--- config.mk ---
export PLATFORM = sky130hd
export DESIGN_NAME = tsrr_regs
export DESIGN_NICKNAME = d
export VERILOG_FILES = /design/src/inc/tsrr_pkg.sv /design/src/rtl/tsrr_peak_hold.sv /design/src/rtl/tsrr_regs.sv
export SDC_FILE = /design/constraint.sdc
export NUM_CORES = 1
export LEC_CHECK = 0
export ABC_AREA = 1
export ABC_CLOCK_PERIOD_IN_PS = 6500
export BUFFER_PORTS_ARGS = -buffer_cell sky130_fd_sc_hd__buf_2
export CORE_ASPECT_RATIO = 0.75
export CORE_MARGIN = 2
export CORE_UTILIZATION = 45
export DETAILED_ROUTE_END_ITERATION = 16
export HOLD_SLACK_MARGIN = 0.08
export PLACE_DENSITY = 0.82
export SYNTH_ARGS = -nofsm -noshare
export SYNTH_HDL_FRONTEND = slang
export SYNTH_SLANG_ARGS = --single-unit
--- constraint.sdc ---
create_clock -name clk_in -period 6.5 [get_ports clk_in]
set_clock_uncertainty 0.1 [all_clocks]
set_input_delay 0.65 -clock clk_in [delete_from_list [all_inputs] [get_ports clk_in]]
set_output_delay 0.65 -clock clk_in [all_outputs]
set_load 0.02 [all_outputs]
--- src/inc/tsrr_pkg.sv ---
// Operation
// RULE_01 - Control bit 7 picks trimmed level when clear, software override code when set.
// RULE_02 - Override code bits 6:3 steps 0.1 V; 5 V mode spans 3.6 to 5.1 V.
// RULE_03 - Bits 2:0 pick measured rail: main, analog, digital, RF, AM; 101-111 reserved.
// RULE_04 - Regulator readback shows trimmed code in bits 7:4; bits 3:0 read zero.
// RULE_05 - AM strength peak sits in bits 7:4, held until reception start or clear.
// RULE_06 - PM strength peak sits in bits 3:0, held until reception start or clear.
// RULE_07 - Strength codes rise with amplitude, so the peak is the largest code seen.
// RULE_08 - Driver timing readback bits 7:4 give transient ratio; bit 3 reads zero.
// RULE_09 - Driver speed code: slow, medium slow, nominal, medium fast, top bit set fast.
// RULE_10 - Driver timing and regulator readback sit at 2Bh and 2Ch of space B.
// RULE_11 - Host writes to read-only registers are ignored and change nothing.
package tsrr_pkg;

    localparam int unsigned IDX_W = 9;
    localparam logic [IDX_W-1:0] SPACE_B_BASE = 9'h100;
    localparam logic [IDX_W-1:0] IDX_REG_CTRL = 9'h02C;
    localparam logic [IDX_W-1:0] IDX_STRENGTH = 9'h02D;
    localparam logic [IDX_W-1:0] IDX_DRV_TIMING = SPACE_B_BASE | 9'h02B;
    localparam logic [IDX_W-1:0] IDX_REG_READBACK = SPACE_B_BASE | 9'h02C;

    localparam logic [7:0] CTRL_RESET = 8'h00;
    localparam int unsigned CTRL_SRC_BIT = 7;
    localparam int unsigned CTRL_LEVEL_LSB = 3;
    localparam int unsigned CTRL_RAIL_LSB = 0;
    localparam logic [3:0] LEVEL_RESET = 4'h0;
    localparam logic [3:0] STRENGTH_FLOOR = 4'h0;

    localparam logic [12:0] LEVEL_STEP_MV = 13'h0064;
    localparam logic [12:0] LEVEL_BASE_5V_MV = 13'h0E10;
    localparam logic [12:0] LEVEL_BASE_3V3_MV = 13'h076C;

    typedef enum logic [2:0] {
        RAIL_MAIN = 3'h0,
        RAIL_ANALOG = 3'h1,
        RAIL_DIGITAL = 3'h2,
        RAIL_RF = 3'h3,
        RAIL_AM = 3'h4
    } tsrr_rail_t;

    typedef enum logic [4:0] {
        SPEED_SLOW = 5'h01,
        SPEED_MED_SLOW = 5'h02,
        SPEED_NOMINAL = 5'h04,
        SPEED_MED_FAST = 5'h08,
        SPEED_FAST = 5'h10
    } tsrr_speed_t;

    typedef struct packed {
        logic [3:0] ratio;
        logic [2:0] speed;
    } tsrr_timing_t;

    typedef struct packed {
        logic [3:0] am;
        logic [3:0] pm;
    } tsrr_strength_t;

endpackage

--- src/rtl/tsrr_peak_hold.sv ---
`timescale 1ns/10ps
module tsrr_peak_hold (
    input wire logic clk_in,
    input wire logic reset_in,
    input wire logic sample_valid_in,
    input wire logic [3:0] sample_code_in,
    input wire logic restart_in,
    output logic [3:0] peak_out
);
    import tsrr_pkg::*;

    logic [3:0] next_peak;
    wire sample_higher = sample_code_in > peak_out;

    // A sample arriving with a restart starts the new peak
    assign next_peak = sample_valid_in ?
        ((restart_in || sample_higher) ? sample_code_in : peak_out) :
        (restart_in ? STRENGTH_FLOOR : peak_out);

    always_ff @(posedge clk_in or posedge reset_in) begin
        if (reset_in) begin
            peak_out <= STRENGTH_FLOOR;
        end else begin
            peak_out <= next_peak;
        end
    end

endmodule

--- src/rtl/tsrr_regs.sv ---
// Chosen here: the AHB-Lite slave port.
`timescale 1ns/10ps
module tsrr_regs (
    input wire logic clk_in,
    input wire logic reset_in,
    input wire logic hsel_in,
    input wire logic [31:0] haddr_in,
    input wire logic [1:0] htrans_in,
    input wire logic hwrite_in,
    input wire logic [2:0] hsize_in,
    input wire logic [31:0] hwdata_in,
    input wire logic hready_in,
    output logic [31:0] hrdata_out,
    output logic hreadyout_out,
    output logic hresp_out,
    input wire logic five_volt_mode_in,
    input wire logic trim_done_in,
    input wire logic [3:0] trim_code_in,
    input wire tsrr_pkg::tsrr_timing_t timing_in,
    input wire logic strength_valid_in,
    input wire tsrr_pkg::tsrr_strength_t strength_sample_in,
    input wire logic rx_start_in,
    input wire logic clear_strength_in,
    output logic regulator_override_out,
    output logic [3:0] regulator_code_out,
    output logic [12:0] regulator_mv_out,
    output logic [2:0] rail_select_out,
    output logic rail_valid_out,
    output tsrr_pkg::tsrr_speed_t driver_speed_out,
    output logic [3:0] driver_ratio_out
);
    import tsrr_pkg::*;

    // Bus decode
    logic wr_pend;
    logic [IDX_W-1:0] wr_idx;
    logic [7:0] ctrl;
    logic [3:0] trim_level;
    tsrr_timing_t timing_q;
    logic [3:0] peak [2];

    wire [IDX_W-1:0] addr_idx = haddr_in[IDX_W+1:2];
    wire addr_ok = haddr_in[31:IDX_W+2] == '0;
    wire bus_take = hsel_in && htrans_in[1] && hready_in;
    wire rd_take = bus_take && !hwrite_in;

    // Ctrl write only
    // RULE_11 read-only protected
    wire ctrl_write = wr_pend && (wr_idx == IDX_REG_CTRL);

    // Write forward
    wire [7:0] next_ctrl = ctrl_write ? hwdata_in[7:0] : ctrl;

    wire hit_ctrl = addr_ok && (addr_idx == IDX_REG_CTRL);
    wire hit_strength = addr_ok && (addr_idx == IDX_STRENGTH);
    // RULE_10 space B offsets
    wire hit_timing = addr_ok && (addr_idx == IDX_DRV_TIMING);
    wire hit_readback = addr_ok && (addr_idx == IDX_REG_READBACK);

    // RULE_04 readback layout
    wire [7:0] readback_byte = {trim_level, 4'h0};
    // RULE_08 ratio and reserved
    wire [7:0] timing_byte = {timing_q.ratio, 1'b0, timing_q.speed};
    // RULE_05 AM upper nibble
    // RULE_06 PM lower nibble
    wire [7:0] strength_byte = {peak[0], peak[1]};

    wire [7:0] rd_byte = hit_ctrl ? next_ctrl :
        hit_strength ? strength_byte :
        hit_timing ? timing_byte :
        hit_readback ? readback_byte : 8'h00;

    assign hreadyout_out = 1'b1;
    assign hresp_out = 1'b0;

    always_ff @(posedge clk_in or posedge reset_in) begin
        if (reset_in) begin
            wr_pend <= 1'b0;
            wr_idx <= '0;
        end else begin
            wr_pend <= bus_take && hwrite_in && addr_ok;
            wr_idx <= addr_idx;
        end
    end

    always_ff @(posedge clk_in or posedge reset_in) begin
        if (reset_in) begin
            hrdata_out <= 32'h0000_0000;
        end else if (rd_take) begin
            hrdata_out <= {24'h00_0000, rd_byte};
        end
    end

    always_ff @(posedge clk_in or posedge reset_in) begin
        if (reset_in) begin
            ctrl <= CTRL_RESET;
        end else begin
            ctrl <= next_ctrl;
        end
    end

    // Control fields
    wire ctrl_override = ctrl[CTRL_SRC_BIT];
    wire [3:0] ctrl_level = ctrl[CTRL_LEVEL_LSB +: 4];
    wire [2:0] ctrl_rail = ctrl[CTRL_RAIL_LSB +: 3];

    // Trim result capture
    always_ff @(posedge clk_in or posedge reset_in) begin
        if (reset_in) begin
            trim_level <= LEVEL_RESET;
        end else if (trim_done_in) begin
            trim_level <= trim_code_in;
        end
    end

    // Timing snapshot
    always_ff @(posedge clk_in or posedge reset_in) begin
        if (reset_in) begin
            timing_q <= '0;
        end else begin
            timing_q <= timing_in;
        end
    end

    // RULE_01 source select
    wire [3:0] next_code = ctrl_override ? ctrl_level : trim_level;

    // RULE_02 level in millivolts
    wire [12:0] level_base = five_volt_mode_in ? LEVEL_BASE_5V_MV : LEVEL_BASE_3V3_MV;
    wire [12:0] level_span = 13'(next_code) * LEVEL_STEP_MV;
    wire [12:0] next_mv = level_base + level_span;

    // RULE_03 reserved rail codes
    wire next_rail_valid = ctrl_rail <= RAIL_AM;

    // RULE_09 speed decode
    tsrr_speed_t next_speed;
    assign next_speed = timing_q.speed[2] ? SPEED_FAST :
        (timing_q.speed[1:0] == 2'h3) ? SPEED_MED_FAST :
        (timing_q.speed[1:0] == 2'h2) ? SPEED_NOMINAL :
        (timing_q.speed[1:0] == 2'h1) ? SPEED_MED_SLOW : SPEED_SLOW;

    always_ff @(posedge clk_in or posedge reset_in) begin
        if (reset_in) begin
            regulator_override_out <= 1'b0;
            regulator_code_out <= LEVEL_RESET;
            regulator_mv_out <= LEVEL_BASE_3V3_MV;
            rail_select_out <= RAIL_MAIN;
            rail_valid_out <= 1'b1;
        end else begin
            regulator_override_out <= ctrl_override;
            regulator_code_out <= next_code;
            regulator_mv_out <= next_mv;
            rail_select_out <= ctrl_rail;
            rail_valid_out <= next_rail_valid;
        end
    end

    always_ff @(posedge clk_in or posedge reset_in) begin
        if (reset_in) begin
            driver_speed_out <= SPEED_SLOW;
            driver_ratio_out <= 4'h0;
        end else begin
            driver_speed_out <= next_speed;
            driver_ratio_out <= timing_q.ratio;
        end
    end

    // Peak capture per channel
    wire strength_restart = rx_start_in || clear_strength_in;

    generate
        for (genvar ch = 0; ch < 2; ch++) begin : g_peak
            // RULE_07 monotonic peak
            tsrr_peak_hold u_peak (
                .clk_in(clk_in),
                .reset_in(reset_in),
                .sample_valid_in(strength_valid_in),
                .sample_code_in(ch == 0 ? strength_sample_in.am : strength_sample_in.pm),
                .restart_in(strength_restart),
                .peak_out(peak[ch])
            );
        end
    endgenerate
endmodule

==> impl_metrics.py <==
metrics = {
    "outcome": {
        "status": "finished clean",
    },
    "clock_tree": {
        "clk_pin_slew_ns": 0.06,
        "htree_levels": 3,
        "postCtsHoldBufs": 0,
        "cts_setup_buffers": 0,
        "clock_latency_ns": 0.32,
        "clock_path_buffers": 2,
        "cts_tree": "built",
        "cts_resized": 0,
        "clockRootBuffer": "clkbuf_16",
        "numCtsBuffers": 9,
        "cts.sinks": 74,
    },
    "power_and_ir_drop": {
        "pwr-share-clk": 0.412,
        "p_sw_frac": 0.2692,
        "p_comb_frac": 0.190,
        "pwr-share-seq": 0.398,
        "p_leak_nw": 2.663,
        "power.internal_mw": 0.9683,
        "worst_ir_drop_vdd_v": 0.0001764,
        "power-per-cell-area_mw_per_mm2": 279.8,
        "power_switching_mw": 0.3568,
    },
    "floorplanning": {
        "core_area_mm2": 0.008418,
        "die-width_um": 111.2,
        "num_rows": 29,
        "initial_core_util": 0.4605,
        "die_h_um": 84.38,
        "pin_count": 163,
        "die_area_mm2": 0.009380,
    },
    "timing": {
        "report.final.slew_viol_count": 0,
        "hold_slack_ns": 0.3012,
        "fmax_mhz": 305.1,
        "period_needed_ns": 3.278,
        "hold_viol": 0,
        "setup_viol": 0,
        "worst_slew_pin_slew_ns": 0.9072,
        "rsz0062_at_grt": "false",
        "setup_tns_ns": 0,
        "finalCritPeriodShare": 0.5043,
        "slew_headroom": 0.3952,
    },
    "hold_path": {
        "holdPathStages": 0,
        "holdPathEnd": "driver_ratio_out[2]",
        "min_path_type": "reg -> reg",
        "hp-start": "timing_byte[6]",
    },
    "routing": {
        "wl_per_cell_um": 12.64,
        "drcViolationCount": 0,
        "final_antenna_net_count": 0,
        "drt_iter0_drc": 76,
        "routed_wl_um": 8327,
        "vias_per_cell": 4.710,
        "detail_route.first_pass.iterations": 4,
        "via_count": 3104,
    },
    "synthesis": {
        "synth_top_area_frac": 0.4196,
        "yosysSeqAreaShare": 0.4806,
        "synth_area_leader_cell": "dfrtp_1",
        "ys_types": 30,
        "netlist_instances": 437,
        "ys_ff_latch": 74,
        "yosys_warnings": 0,
        "syn-cell-area_mm2": 0.003876,
        "synth_area_leaders": "dfrtp_1 (42%), ha_1 (7.4%), nand2_1 (7.1%)",
        "syn_avg_cell_area_um2": 8.870,
    },
    "worst_setup_path": {
        "reg2reg_from": "ctrl[7]",
        "start_kind": "flop",
        "end_kind": "flop",
        "critical_path_class": "reg -> reg",
        "cp.arrival_ns": 3.39,
        "r2r_cells": 10,
        "r2r-end": "regulator_mv_out[11]",
        "path_max_fanout": 10,
        "rrSetupSlack_ns": 3.22,
        "worst_ep_required_time_ns": 6.61,
    },
    "run": {
        "cap_violations": 0,
    },
    "placed_design": {
        "place_congestion": 0.8185,
        "place_area_mm2": 0.004397,
        "io_buffer_count": 104,
        "post-dp-hpwl_um": 6481,
        "placed_cells": 643,
    },
    "final_layout": {
        "drive_above_1_share": 0.2886,
        "utilization": 0.5626,
        "final_nets": 669,
        "syn_to_final_growth_pct": 22.18,
        "fin_area_mm2": 0.004736,
        "fin_cells": 659,
        "diodes": 0,
    },
    "global_routing": {
        "grt_pass1_wl_um": 13720,
        "grt_pass1_vias": 3116,
        "grt-ovfl-total": 0,
        "grt_start_max_net_pins": 75,
        "antenna_found_initial": 0,
        "grt_usage": 0.1840,
    },
}
Yosys cell counts:
| cell | number |
|---|---|
| nor2_1 | 28 |
| o21ai_1 | 7 |
| ha_1 | 23 |
| nor2_8 | 1 |
| dfrtp_1 | 65 |
| buf_6 | 1 |
| nor3b_1 | 1 |
| fa_1 | 2 |
| o21ai_2 | 3 |
| nand2_2 | 11 |
| xnor2_1 | 2 |
| nor2_2 | 3 |
| dfstp_2 | 9 |
| conb_1 | 2 |
| clkbuf_1 | 3 |
| a21oi_1 | 14 |
| o211ai_1 | 1 |
| inv_1 | 64 |
| buf_4 | 29 |
| xor2_1 | 7 |
| nor2b_1 | 1 |
| or2_4 | 1 |
| nor3_1 | 5 |
| nand2_1 | 73 |
| nor2_4 | 3 |
| o21ai_0 | 15 |
| nand3_1 | 45 |
| nand3_4 | 1 |
| inv_2 | 5 |
| nand4_1 | 12 |
routing by layer:
metal | up-vias | GRT usage | wire length [µm]
met2 | 112 | 0.3320 | 4179
met1 | 1431 | 0.2169 | 3551
met3 | 11 | 0.04404 | 499
met4 | 0 | 0.06285 | 97
met5 | - | 0 | 0
li1 | 1550 | - | -
worst max-delay path, cell delays in order (launching register included):
cell,delay (ns)
dfrtp_1,0.46
o21ai_0,0.72
ha_1,0.38
ha_1,0.23
fa_1,0.41
xor2_1,0.18
ha_1,0.32
nand3_1,0.14
nand3_1,0.10
nand2_1,0.08
nand2_1,0.05
power by group through the flow:
stage | logic, mW | registers, mW | clock network, mW
2_1_floorplan | 0.140 | 0.578 | 0
3_3_place_gp | 0.241 | 0.535 | 0
3_5_place_dp | 0.252 | 0.536 | 0
4_1_cts | 0.253 | 0.528 | 0.556
5_1_grt | 0.282 | 0.533 | 0.575
6_report | 0.252 | 0.528 | 0.546
cells by family (layout without fill, tap and decap cells):
logic type,after synthesis,in the layout,synth area share
flops,74,74,0.4806
xor+xnor,9,9,0.02034
other cells,2,28,0.001937
compound gates,40,40,0.05520
fa+ha+maj,25,25,0.08457
buf+inv,102,190,0.1288
simple gates,185,185,0.2285
through the flow:
| step | power, mW | setup slack [ns] |
|---|---|---|
| after floorplan | 0.7180 | 3.602 |
| after global placement | 0.7753 | 3.345 |
| after detailed placement | 0.7879 | 3.246 |
| after CTS | 1.337 | 3.197 |
| after global routing | 1.390 | 2.971 |
| final | 1.325 | 3.222 |
area by class of cell:
type | count | area (µm²)
clock buffer | 12 | 266.5
clock inverter | 4 | 72.57
fill | 781 | 3682
inverter | 69 | 259.0
multi-input combinational | 287 | 1612
sequential | 74 | 1863
tap | 108 | 135.1
timing repair buffer | 105 | 528.0
layout by cell type (no fill, tap or decap), drive strengths merged, types with 2 or more instances in the layout:
master  Yosys  layout
fa          2       2
conb        2      28
nor3        5       5
o21ai      25      25
xnor2       2       2
buf        30     105
a21oi      14      14
nand4      12      12
xor2        7       7
dfstp       9       9
ha         23      23
dfrtp      65      65
inv        69      69
nand2      84      84
bufinv      0       2
nand3      46      46
nor2       35      35
clkbuf      3      12
worst max path at each step:
stage / slack [ns] / depth (start not counted) / end / from
floorplan: 3.60 / 11 / regulator_mv_out[11] / ctrl[7]
global placement: 3.34 / 10 / regulator_mv_out[11] / ctrl[7]
detailed placement: 3.25 / 10 / regulator_mv_out[11] / ctrl[7]
CTS: 3.20 / 10 / regulator_mv_out[11] / ctrl[7]
global route: 2.97 / 10 / regulator_mv_out[12] / ctrl[7]
finish: 3.22 / 10 / regulator_mv_out[11] / ctrl[7]
registers in the layout, summed over array words and instances (netlist names):
signal	cells
g_peak.u_peak.peak_out	8
ctrl	8
wr_idx	9
rail_valid_out	1
trim_level	4
driver_ratio_out	4
timing_byte	7
regulator_code_out	4
hrdata_out	8
rail_select_out	3
regulator_override_out	1
wr_pend	1
driver_speed_out	5
regulator_mv_out	11
Note: power is estimated with default switching activity, not from simulation.
